## config.mk

```make
export PLATFORM = sky130hd
export DESIGN_NAME = dsc_status
export DESIGN_NICKNAME = d
export VERILOG_FILES = /design/src/design/dsc_pkg.sv /design/src/design/dsc_status.sv
export SDC_FILE = /design/constraint.sdc
export NUM_CORES = 1
export LEC_CHECK = 0
export BUFFER_PORTS_ARGS = -buffer_cell sky130_fd_sc_hd__buf_2
export CORE_AREA = 2 2 68 70
export CTS_BUF_LIST = sky130_fd_sc_hd__clkbuf_8
export DETAILED_ROUTE_END_ITERATION = 10
export DIE_AREA = 0 0 70 72
export PLACE_DENSITY = 0.67
export SKIP_CTS_REPAIR_TIMING = 1
export SLEW_MARGIN = 10
export SYNTH_ARGS = -nofsm -noshare
export SYNTH_HDL_FRONTEND = slang
export SYNTH_SLANG_ARGS = --single-unit
```

## constraint.sdc

```tcl
create_clock -name clk_sys -period 2.31 [get_ports clk_sys]
set_input_delay 0.1155 -clock clk_sys [delete_from_list [all_inputs] [get_ports clk_sys]]
set_output_delay 0.1155 -clock clk_sys [all_outputs]
set_load 0.01 [all_outputs]
```

## src/design/dsc_pkg.sv

```systemverilog
/*
  Constants for the debug status and clock-select block: status byte
  layout, reset values and timing counts.
  Assumes a single system clock at 20 MHz.
*/
package dsc_pkg;

  // ----------------------------------------------------------------
  // status byte field positions
  // ----------------------------------------------------------------
  localparam int unsigned STS_W         = 8;
  localparam int unsigned BIT_ENABLE    = 7;
  localparam int unsigned BIT_ACTIVE    = 6;
  localparam int unsigned BIT_TAG       = 5;
  localparam int unsigned BIT_SDV       = 4;
  localparam int unsigned BIT_STEP      = 3;
  localparam int unsigned BIT_CLOCK_SWITCH_SELECT     = 2;
  localparam int unsigned BIT_RELEASE   = 1;

  // ----------------------------------------------------------------
  // reset values
  // ----------------------------------------------------------------
  localparam logic RST_TAG     = 1'b0;
  localparam logic RST_SDV     = 1'b0;
  localparam logic RST_STEP    = 1'b0;
  localparam logic RST_CLOCK_SWITCH_SELECT   = 1'b0;
  localparam logic RST_RELEASE = 1'b0;

  // ----------------------------------------------------------------
  // timing counts
  // ----------------------------------------------------------------
  localparam int unsigned TAG_DELAY_CYC   = 16;
  localparam int unsigned CLOCK_SWITCH_SELECT_DELAY_CYC = 150;

  // clock source encoding
  typedef enum logic [1:0] {
    DSC_SRC_BUS,
    DSC_SRC_ALT,
    DSC_SRC_PLL
  } dsc_src_t;

endpackage : dsc_pkg

```

## src/design/dsc_status.sv

```systemverilog
/*
  Status/control flag logic of the background debug unit: tag enable,
  shift-data-valid, single-step, clock-switch select and security
  release, plus debug serial clock source selection.
  Assumes command decode, serial timing and firmware sequencing sit
  outside and deliver one-cycle pulses on clk_sys.
*/
// How it works
// - tag flag set on tag-go command, cleared on active debug entry
// - sixteen cycles after tag write, serial off and tagging on
// - no serial commands serviced while tagging is active
// - data-valid set after firmware read sent or firmware write received
// - data-valid cleared on next command received or debug exit
// - single-step flag set on single-step command, held while repeated
// - single-step flag cleared by a following non-single-step command
// - clock-switch bit written only by hardware debug commands
// - new clock source guaranteed 150 cycles after a switch
// - next command after switch timed on the newly selected clock
// - source: bus if pll 0; alternate if pll 1, sw 0; pll bus if both
// - alternate clock used fully synchronised, no frequency limit
// - write acknowledge of a clock switch already at new rate
// - release flag resets to zero, written only by secure firmware
// - secure table mapped with standard table in special single-chip while release flag zero
// - erase check pass in special single-chip sets release flag, unmaps secure table
// - security off while release flag set; resets secured again
`timescale 1ns/100ps
`default_nettype none
module dsc_status
  import dsc_pkg::*;
(
  // clock and reset
  input  wire logic             clk_sys,
  input  wire logic             rst_b,
  input  wire logic             clk_en,
  // debug state from the wider unit
  input  wire logic             dbg_enable,
  input  wire logic             dbg_active,
  input  wire logic             dbg_enter,
  input  wire logic             dbg_exit,
  input  wire logic             pll_sel_in,
  input  wire logic             special_single_chip,
  // command events
  input  wire logic             cmd_received,
  input  wire logic             cmd_recognized,
  input  wire logic             cmd_is_step,
  input  wire logic             cmd_tag_go,
  input  wire logic             fw_read_sent,
  input  wire logic             fw_write_rcvd,
  // status byte write path
  input  wire logic             sts_wr,
  input  wire logic             sts_wr_hw,
  input  wire logic             sts_wr_secure,
  input  wire logic [STS_W-1:0] sts_wdata,
  // secure firmware result
  input  wire logic             erase_pass,
  // outputs
  output logic [STS_W-1:0]      sts_rdata,
  output logic                  serial_enable,
  output logic                  tagging_on,
  output logic                  secure_table_map,
  output logic                  security_off,
  output logic [1:0]            clk_src_sel,
  output logic                  clk_switch_busy
);

  // ----------------------------------------------------------------
  // pin-level strap passes a two-stage synchroniser
  // ----------------------------------------------------------------
  logic pll_s1_r, pll_s2_r;

  // first stage feeds only the second stage
  always_ff @(posedge clk_sys or negedge rst_b) begin
    if (!rst_b) begin
      pll_s1_r <= 1'b0;
      pll_s2_r <= 1'b0;
    end else if (clk_en) begin
      pll_s1_r <= pll_sel_in;
      pll_s2_r <= pll_s1_r;
    end
  end

  // ----------------------------------------------------------------
  // flag state
  // ----------------------------------------------------------------
  logic       tag_r, tag_nxt;
  logic       sdv_r, sdv_nxt;
  logic       step_r, step_nxt;
  logic       clock_switch_select_r, clock_switch_select_nxt;
  logic       rel_r, rel_nxt;
  logic [4:0] tag_cnt_r, tag_cnt_nxt;
  logic       tagon_r, tagon_nxt;
  logic [7:0] sw_cnt_r, sw_cnt_nxt;
  logic       map_r, map_nxt;
  logic [1:0] src_r, src_nxt;
  logic [STS_W-1:0] rd_r, rd_nxt;
  logic       busy_r, busy_nxt;
  logic       sen_r, sen_nxt;

  localparam logic [4:0] TAG_CNT_MAX = 5'(TAG_DELAY_CYC);
  localparam logic [7:0] SW_CNT_MAX  = 8'(CLOCK_SWITCH_SELECT_DELAY_CYC);

  // next-state: sets placed after clears so an event wins over a clear
  always_comb begin
    tag_nxt     = tag_r;
    sdv_nxt     = sdv_r;
    step_nxt    = step_r;
    clock_switch_select_nxt   = clock_switch_select_r;
    rel_nxt     = rel_r;
    tag_cnt_nxt = tag_cnt_r;
    tagon_nxt   = tagon_r;
    sw_cnt_nxt  = sw_cnt_r;
    map_nxt     = map_r;
    src_nxt     = src_r;

    // tag flag and delayed tag switch-over
    if (dbg_enter) begin
      tag_nxt     = 1'b0;
      tagon_nxt   = 1'b0;
      tag_cnt_nxt = 5'h00;
    end
    if (cmd_tag_go && !tagon_r) begin
      tag_nxt     = 1'b1;
      tag_cnt_nxt = TAG_CNT_MAX;
    end else if (tag_cnt_r != 5'h00) begin
      tag_cnt_nxt = tag_cnt_r - 5'h01;
      if (tag_cnt_r == 5'h01) begin
        tagon_nxt = tag_r;
      end
    end

    // shift data valid: clear first so a same-cycle set survives
    if ((cmd_received && !tagon_r) || dbg_exit) begin
      sdv_nxt = 1'b0;
    end
    if (fw_read_sent || fw_write_rcvd) begin
      sdv_nxt = 1'b1;
    end

    // single-step tracking on each recognised command
    if (cmd_recognized && !tagon_r) begin
      step_nxt = cmd_is_step;
    end

    // clock switch only from a hardware debug command
    if (sts_wr && sts_wr_hw && !tagon_r) begin
      clock_switch_select_nxt = sts_wdata[BIT_CLOCK_SWITCH_SELECT];
      if (sts_wdata[BIT_CLOCK_SWITCH_SELECT] != clock_switch_select_r) begin
        sw_cnt_nxt = SW_CNT_MAX;
      end
    end else if (sw_cnt_r != 8'h00) begin
      sw_cnt_nxt = sw_cnt_r - 8'h01;
    end

    // source select takes effect at once so the ack runs at new rate
    if (!pll_s2_r) begin
      src_nxt = DSC_SRC_BUS;
    end else if (!clock_switch_select_nxt) begin
      src_nxt = DSC_SRC_ALT;
    end else begin
      src_nxt = DSC_SRC_PLL;
    end

    // security release from secure firmware in special single-chip
    if (sts_wr && sts_wr_secure && special_single_chip) begin
      rel_nxt = sts_wdata[BIT_RELEASE];
    end
    if (erase_pass && special_single_chip) begin
      rel_nxt = 1'b1;
    end
    // map follows the new flag so unmap lands with the release itself
    map_nxt = special_single_chip && !rel_nxt;

    // registered copies keep every output straight from a flop
    busy_nxt = (sw_cnt_nxt != 8'h00);
    sen_nxt  = !tagon_nxt;
  end

  // status byte image presented to the read commands
  always_comb begin
    rd_nxt              = '0;
    rd_nxt[BIT_ENABLE]  = dbg_enable;
    rd_nxt[BIT_ACTIVE]  = dbg_active;
    rd_nxt[BIT_TAG]     = tag_nxt;
    rd_nxt[BIT_SDV]     = sdv_nxt;
    rd_nxt[BIT_STEP]    = step_nxt;
    rd_nxt[BIT_CLOCK_SWITCH_SELECT]   = clock_switch_select_nxt;
    rd_nxt[BIT_RELEASE] = rel_nxt;
  end

  // register stage; release flag always returns to zero on reset
  always_ff @(posedge clk_sys or negedge rst_b) begin
    if (!rst_b) begin
      tag_r     <= RST_TAG;
      sdv_r     <= RST_SDV;
      step_r    <= RST_STEP;
      clock_switch_select_r   <= RST_CLOCK_SWITCH_SELECT;
      rel_r     <= RST_RELEASE;
      tag_cnt_r <= 5'h00;
      tagon_r   <= 1'b0;
      sw_cnt_r  <= 8'h00;
      map_r     <= 1'b0;
      src_r     <= DSC_SRC_BUS;
      rd_r      <= '0;
      busy_r    <= 1'b0;
      sen_r     <= 1'b1;
    end else if (clk_en) begin
      tag_r     <= tag_nxt;
      sdv_r     <= sdv_nxt;
      step_r    <= step_nxt;
      clock_switch_select_r   <= clock_switch_select_nxt;
      rel_r     <= rel_nxt;
      tag_cnt_r <= tag_cnt_nxt;
      tagon_r   <= tagon_nxt;
      sw_cnt_r  <= sw_cnt_nxt;
      map_r     <= map_nxt;
      src_r     <= src_nxt;
      rd_r      <= rd_nxt;
      busy_r    <= busy_nxt;
      sen_r     <= sen_nxt;
    end
  end

  // ----------------------------------------------------------------
  // outputs, all registered
  // ----------------------------------------------------------------
  assign sts_rdata        = rd_r;
  assign tagging_on       = tagon_r;
  assign serial_enable    = sen_r;
  assign secure_table_map = map_r;
  assign security_off     = rel_r;
  assign clk_src_sel      = src_r;
  assign clk_switch_busy  = busy_r;

endmodule : dsc_status
`default_nettype wire

```

==> impl_metrics.env, run 1 <==
export IMPL_stdcell_area_um2=1860
export IMPL_netlist_area_leader_share=0.418
export IMPL_core_area_um2=4260
export IMPL_synth_cell_types=44
export IMPL_hp_class="in2reg"
export IMPL_overflow=0
export IMPL_drive_above_1_share=0.262
export IMPL_cts_sinks=28
export IMPL_htree_levels=1
export IMPL_yosys_warnings=0
export IMPL_cts_root_buffer="clkbuf_8"
export IMPL_detailed_place_hpwl_um=2600
export IMPL_setup_tns_ns=0
export IMPL_cts_tree="yes"
export IMPL_hold_path_startpoint="sts_wr_secure"
export IMPL_required_ns=2.52
export IMPL_postRouteAntennaNets=0
export IMPL_wl_met3_um=161
export IMPL_status="finished, final reports clean"
export IMPL_worstPathMaxFanout=6
export IMPL_p_per_area_nw_per_um2=867
export IMPL_start_util=0.379
export IMPL_via_per_inst=5.35
export IMPL_multi_input_area_um2=810
export IMPL_rows=24
export IMPL_hold_viol_final=0
export IMPL_post_route_drc_count=0
export IMPL_swShare=0.369
export IMPL_nFillCells=454
export IMPL_max_freq_mhz=471
export IMPL_worstHoldEndpoint="sts_rdata[1]$_DFFE_PN0P_"
export IMPL_ys_ff_latch=28
export IMPL_pin_count=42
export IMPL_die_y_um=72
export IMPL_synth_ff_type="dfrtp_1"
export IMPL_clk_latency_ns=0.28
export IMPL_grt_antenna_before_repair=0
export IMPL_cts_clk_slew_worst_paths_ns=0.10
export IMPL_worstPathArrival_ns=2.33
export IMPL_top_layer_used="met4"
export IMPL_hold_depth=2
export IMPL_seq_area_frac_synth=0.434
export IMPL_final_min_clock_period_ns=2.13
export IMPL_vdd_ir_drop_max_uv=460
export IMPL_postPlaceCellArea_um2=1790
export IMPL_synth_top_area_cell="dfrtp_1"
export IMPL_whs_ns=0.0502
export IMPL_wl_met1_um=1770
export IMPL_cp_startpoint="sw_cnt_r[0]$_DFFE_PN0P_"
export IMPL_cts_buffers=3
export IMPL_grt_max_degree=29
export IMPL_grt_pass1_wl_um=6040
export IMPL_ys_top_cells_by_area="dfrtp_1, mux2_2, nand2_1"
export IMPL_port_buffers=34
export IMPL_totalWireLength_um=3530
export IMPL_finalCritPeriodShare=0.920
export IMPL_end_kind="flop"
export IMPL_drt_iter0_markers=65
export IMPL_switchingPower_mw=0.594
export IMPL_synth_edff_count=0
export IMPL_register_area_um2=702
export IMPL_drtPass1Iterations=4
export IMPL_synth_area_um2=1620
export IMPL_grt_pass1_vias=1340
export IMPL_n_antenna_cell=0
export IMPL_start_kind="flop"
export IMPL_grt_usage=0.147
export IMPL_pwr_share_seq=0.473
export IMPL_met2_length_um=1510
export IMPL_async_reset_ff_frac=1.00
export IMPL_clock_skew_ns=0.00545
export IMPL_fin_nets=238
export IMPL_slew_violations=0
export IMPL_syn_inst=177
export IMPL_syn_to_final_growth_pct=14.9
export IMPL_reg2reg_depth=7
export IMPL_gp_congestion=0.850
export IMPL_wl_per_cell_um=13.7
export IMPL_vias=1380
export IMPL_p_leak_nw=0.813
export IMPL_slew_headroom=0.592
export IMPL_tightestPinTransition_ns=0.611
export IMPL_internal_power_mw=1.02
export IMPL_r2r_start="sw_cnt_r[0]$_DFFE_PN0P_"
export IMPL_synth_most_common_cell="dfrtp_1"
export IMPL_syn_area_per_cell_um2=9.13
export IMPL_dieArea_um2=5040
export IMPL_r2r_end="clk_switch_busy$_DFFE_PN0P_"
export IMPL_rsz0062_at_grt="false"
export IMPL_power_frac_comb=0.333
export IMPL_ys_top_cells_by_count="dfrtp_1, nand2_1, o21ai_0, nor2_1, nand3_1"
export IMPL_finalSetupViolCount=0
export IMPL_cap_viol_max_count=0
export IMPL_r2r_slack_ns=0.18
export IMPL_die_w_um=70
export IMPL_cts_path_max_buffers=2
export IMPL_p_clk_frac=0.195
export IMPL_synth_fp_nets=208
export IMPL_crit_type="reg2reg"
==> registers in the layout (all words and copies together), names as in the netlist <==
register / cells
sw_cnt_r: 8
tagging_on: 1
pll_s1_r: 1
clk_switch_busy: 1
serial_enable: 1
secure_table_map: 1
tag_cnt_r: 5
pll_s2_r: 1
sts_rdata: 7
clk_src_sel: 2
==> metrics by stage <==
step | util | cells | setup WS, ns | power [mW]
floorplan | - | 177 | 0.376 | 1.17
global placement | 0.420 | 253 | 0.243 | 1.29
detailed placement | 0.420 | 253 | 0.221 | 1.30
CTS | 0.433 | 257 | 0.197 | 1.62
global route | 0.435 | 258 | 0.106 | 1.74
finish | 0.435 | 258 | 0.185 | 1.61
==> worst max-delay path: stages (launching register included) <==
cell	delay (ns)
dfrtp_1	0.44
inv_1	0.14
ha_1	0.18
or4b_4	0.51
or2_2	0.36
a32oi_1	0.20
a21oi_1	0.08
a31oi_1	0.14
==> cells in the final DEF, fill, tap and decap left out, drive strengths merged, types with 4 or more instances in the layout <==
master / synthesis / layout
nor2: 11 / 11
clkbuf: 5 / 4
o21ai: 16 / 16
ha: 4 / 4
dfrtp: 27 / 27
nand2: 22 / 22
a21oi: 8 / 8
or3: 5 / 5
a31oi: 5 / 5
buf: 7 / 36
nor3: 4 / 4
mux2: 8 / 8
inv: 8 / 8
nand3: 9 / 9
==> power groups by stage <==
stage | registers (mW) | clock network, mW | logic, mW
after floorplan | 0.727 | 0 | 0.439
after global placement | 0.763 | 0 | 0.523
after detailed placement | 0.768 | 0 | 0.534
after CTS | 0.759 | 0.323 | 0.535
after global routing | 0.784 | 0.341 | 0.615
final | 0.761 | 0.313 | 0.536
==> final cells by class <==
class | count | share of cell area
Multi-Input combinational cell | 129 | 0.436
Tap cell | 52 | 0.0350
Clock buffer | 4 | 0.0296
Sequential cell | 28 | 0.378
Inverter | 8 | 0.0162
Timing Repair Buffer | 37 | 0.105
==> per-layer routing <==
metal | track usage | vias up
met5 | 0 | -
met4 | 0.0641 | 0
met3 | 0.0236 | 9
met2 | 0.237 | 41
met1 | 0.198 | 638
li1 | - | 692
==> cells by family (layout without fill, tap and decap cells) <==
kind of cell    Yosys count  in the layout  share of synthesized area
fa+ha+maj                 4              4                     0.0310
flops                    28             28                      0.434
simple gates             68             68                      0.221
xor+xnor                  1              1                    0.00542
mux                      10             10                     0.0681
other cells               1              1                    0.00232
buf+inv                  20             49                     0.0650
compound gates           45             45                      0.173
==> worst max path at each step <==
stage,end,slack (ns),cells after the start
3_5_place_dp,clk_switch_busy$_DFFE_PN0P_,0.22,7
4_1_cts,clk_switch_busy$_DFFE_PN0P_,0.20,7
2_1_floorplan,sw_cnt_r[0]$_DFFE_PN0P_,0.38,6
5_1_grt,clk_switch_busy$_DFFE_PN0P_,0.11,7
6_report,clk_switch_busy$_DFFE_PN0P_,0.18,7
3_3_place_gp,clk_switch_busy$_DFFE_PN0P_,0.24,7
No activity file was read; power rests on OpenSTA's default activity.
==> run 2, diff against run 1 <==
--- a/config.mk
+++ b/config.mk
@@ -6,11 +6,12 @@
 export NUM_CORES = 1
 export LEC_CHECK = 0
 export BUFFER_PORTS_ARGS = -buffer_cell sky130_fd_sc_hd__buf_2
-export CORE_AREA = 2 2 68 70
+export CAP_MARGIN = 20
+export CORE_AREA = 2 2 58 60
 export CTS_BUF_LIST = sky130_fd_sc_hd__clkbuf_8
 export DETAILED_ROUTE_END_ITERATION = 10
-export DIE_AREA = 0 0 70 72
-export PLACE_DENSITY = 0.67
+export DIE_AREA = 0 0 60 62
+export PLACE_DENSITY = 0.86
 export SKIP_CTS_REPAIR_TIMING = 1
 export SLEW_MARGIN = 10
 export SYNTH_ARGS = -nofsm -noshare
==> run 2 against run 1 <==
Net effect:
- hold slack better by 0.013 ns
- utilization up 15 points
- die area down 26%
- via count up 0.29%
- sequential share of layout area up 0.15 points
- final area down 0.40%
- clock skew up 0.0017 ns
- power about the same
- cell count down 2.3%
- critical path depth unchanged
- fmax down 1.0%
- highest routed layer is now met3
==> impl_metrics.env, run 2 (synthesis results as in run 1) <==
export IMPL_status="finished, final reports clean"
export IMPL_grt_antenna_before_repair=0
export IMPL_vias=1384
export IMPL_drt_iter0_markers=79
export IMPL_n_antenna_cell=0
export IMPL_postRouteAntennaNets=0
export IMPL_crit_top_cell="o21ai_0"
export IMPL_cts_path_max_buffers=2
export IMPL_final_common_cell="buf_2"
export IMPL_rows=21
export IMPL_clock_skew_ns=0.00719
export IMPL_core_area_um2=3180
export IMPL_worstPathMaxFanout=6
export IMPL_finalNonFillerCells=252
export IMPL_drtPass1Iterations=4
export IMPL_finalSetupViolCount=0
export IMPL_multi_input_area_um2=810
export IMPL_crit_type="reg2reg"
export IMPL_post_route_drc_count=0
export IMPL_total_power_mw=1.61
export IMPL_final_min_clock_period_ns=2.15
export IMPL_worstPathArrival_ns=2.31
export IMPL_syn_to_final_growth_pct=14.4
export IMPL_vdd_ir_drop_max_uv=514
export IMPL_rsz0062_at_grt="false"
export IMPL_cts_buffers=3
export IMPL_drive_above_1_share=0.262
export IMPL_largest_reg_flops=8
export IMPL_nFillCells=300
export IMPL_register_area_um2=702
export IMPL_cts_sinks=28
export IMPL_pin_count=42
export IMPL_setup_tns_ns=0
export IMPL_layout_common_cells="buf_2, dfrtp_1, nand2_1"
export IMPL_slew_headroom=0.598
export IMPL_gp_congestion=0.893
export IMPL_start_util=0.508
export IMPL_overflow=0
export IMPL_via_per_inst=5.49
export IMPL_cap_viol_max_count=0
export IMPL_hp_class="in2reg"
export IMPL_grt_usage=0.192
export IMPL_end_kind="flop"
export IMPL_tightestPinTransition_ns=0.603
export IMPL_cts_root_buffer="clkbuf_8"
export IMPL_detailed_place_hpwl_um=2480
export IMPL_die_w_um=60
export IMPL_cp_slowest_cell="or4b_4"
export IMPL_start_kind="flop"
export IMPL_cts_clk_slew_worst_paths_ns=0.10
export IMPL_wl_per_cell_um=13.4
export IMPL_whs_ns=0.0629
export IMPL_totalWireLength_um=3380
export IMPL_regMostFlops="sw_cnt_r"
export IMPL_placed_cells=247
export IMPL_port_buffers=34
export IMPL_worst_path_largest_cell_delay_ns=0.49
export IMPL_final_core_util=0.582
export IMPL_clk_latency_ns=0.27
export IMPL_p_per_area_nw_per_um2=871
export IMPL_htree_levels=1
export IMPL_cts_tree="yes"
export IMPL_max_freq_mhz=466
export IMPL_grt_pass1_wl_um=5350
export IMPL_crit_chain="inv_1 > ha_1 > or4b_4 > o21ai_0 > o21ai_0 > a21oi_1 > a31oi_1"
export IMPL_die_y_um=62
export IMPL_dieArea_um2=3720
export IMPL_fin_nets=238
export IMPL_r2r_slack_ns=0.16
export IMPL_hold_viol_final=0
export IMPL_slew_violations=0
export IMPL_required_ns=2.47
export IMPL_grt_max_degree=29
export IMPL_grt_pass1_vias=1188
export IMPL_p_leak_nw=0.813
export IMPL_finalCritPeriodShare=0.930
## run 2: cell counts in the layout (fill, tap and decap cells not counted)
Identical to the previous run, type by type.
## run 2: worst max-delay path: cells and delay by family (launching register included)
kind            cells  cell delay (ns)
compound gates      4             0.76
simple gates        1             0.49
flops               1             0.44
fa+ha+maj           1             0.19
buf+inv             1             0.15
## run 2: layout make-up
cell class | count | share of cell area
clock buffer | 4 | 0.0298
multi-input combinational | 129 | 0.438
tap | 46 | 0.0311
sequential | 28 | 0.380
inverter | 8 | 0.0162
timing repair buffer | 37 | 0.106
## run 2: path summary, 6_finish.rpt
| check | depth (start not counted) | from | end |
|---|---|---|---|
| worst max-delay path | 7 | sw_cnt_r[0]$_DFFE_PN0P_ | clk_switch_busy$_DFFE_PN0P_ |
| worst min-delay path | 3 | fw_read_sent | sts_rdata[4]$_DFFE_PN0P_ |
| worst max register to register | 7 | sw_cnt_r[0]$_DFFE_PN0P_ | clk_switch_busy$_DFFE_PN0P_ |
| worst min register to register | 2 | clk_src_sel[0]$_DFFE_PN0P_ | clk_src_sel[0]$_DFFE_PN0P_ |
| max in group asynchronous | 2 | rst_b | clk_src_sel[0]$_DFFE_PN0P_ |
| min in group asynchronous | 2 | rst_b | sw_cnt_r[6]$_DFFE_PN0P_ |
## run 2: routing by layer
metal / track usage / routed length, um
met1: 0.285 / 1600
met2: 0.293 / 1600
met3: 0.0311 / 176
met4: 0.0540 / 0
met5: 0 / 0
## run 2: where the power goes
group	switching, mW	total [mW]	leakage [nW]	internal, mW
Sequential	0.148	0.765	0.327	0.617
Combinational	0.293	0.542	0.457	0.249
Clock	0.151	0.303	0.0288	0.152
## run 2: stage by stage
| stage | area (um^2) | worst slack (ns) |
|---|---|---|
| 2_1_floorplan | 1620 | 0.376 |
| 6_report | 1850 | 0.163 |
| 5_1_grt | 1850 | 0.0262 |
| 3_3_place_gp | 1780 | 0.238 |
| 4_1_cts | 1840 | 0.179 |
| 3_5_place_dp | 1780 | 0.247 |
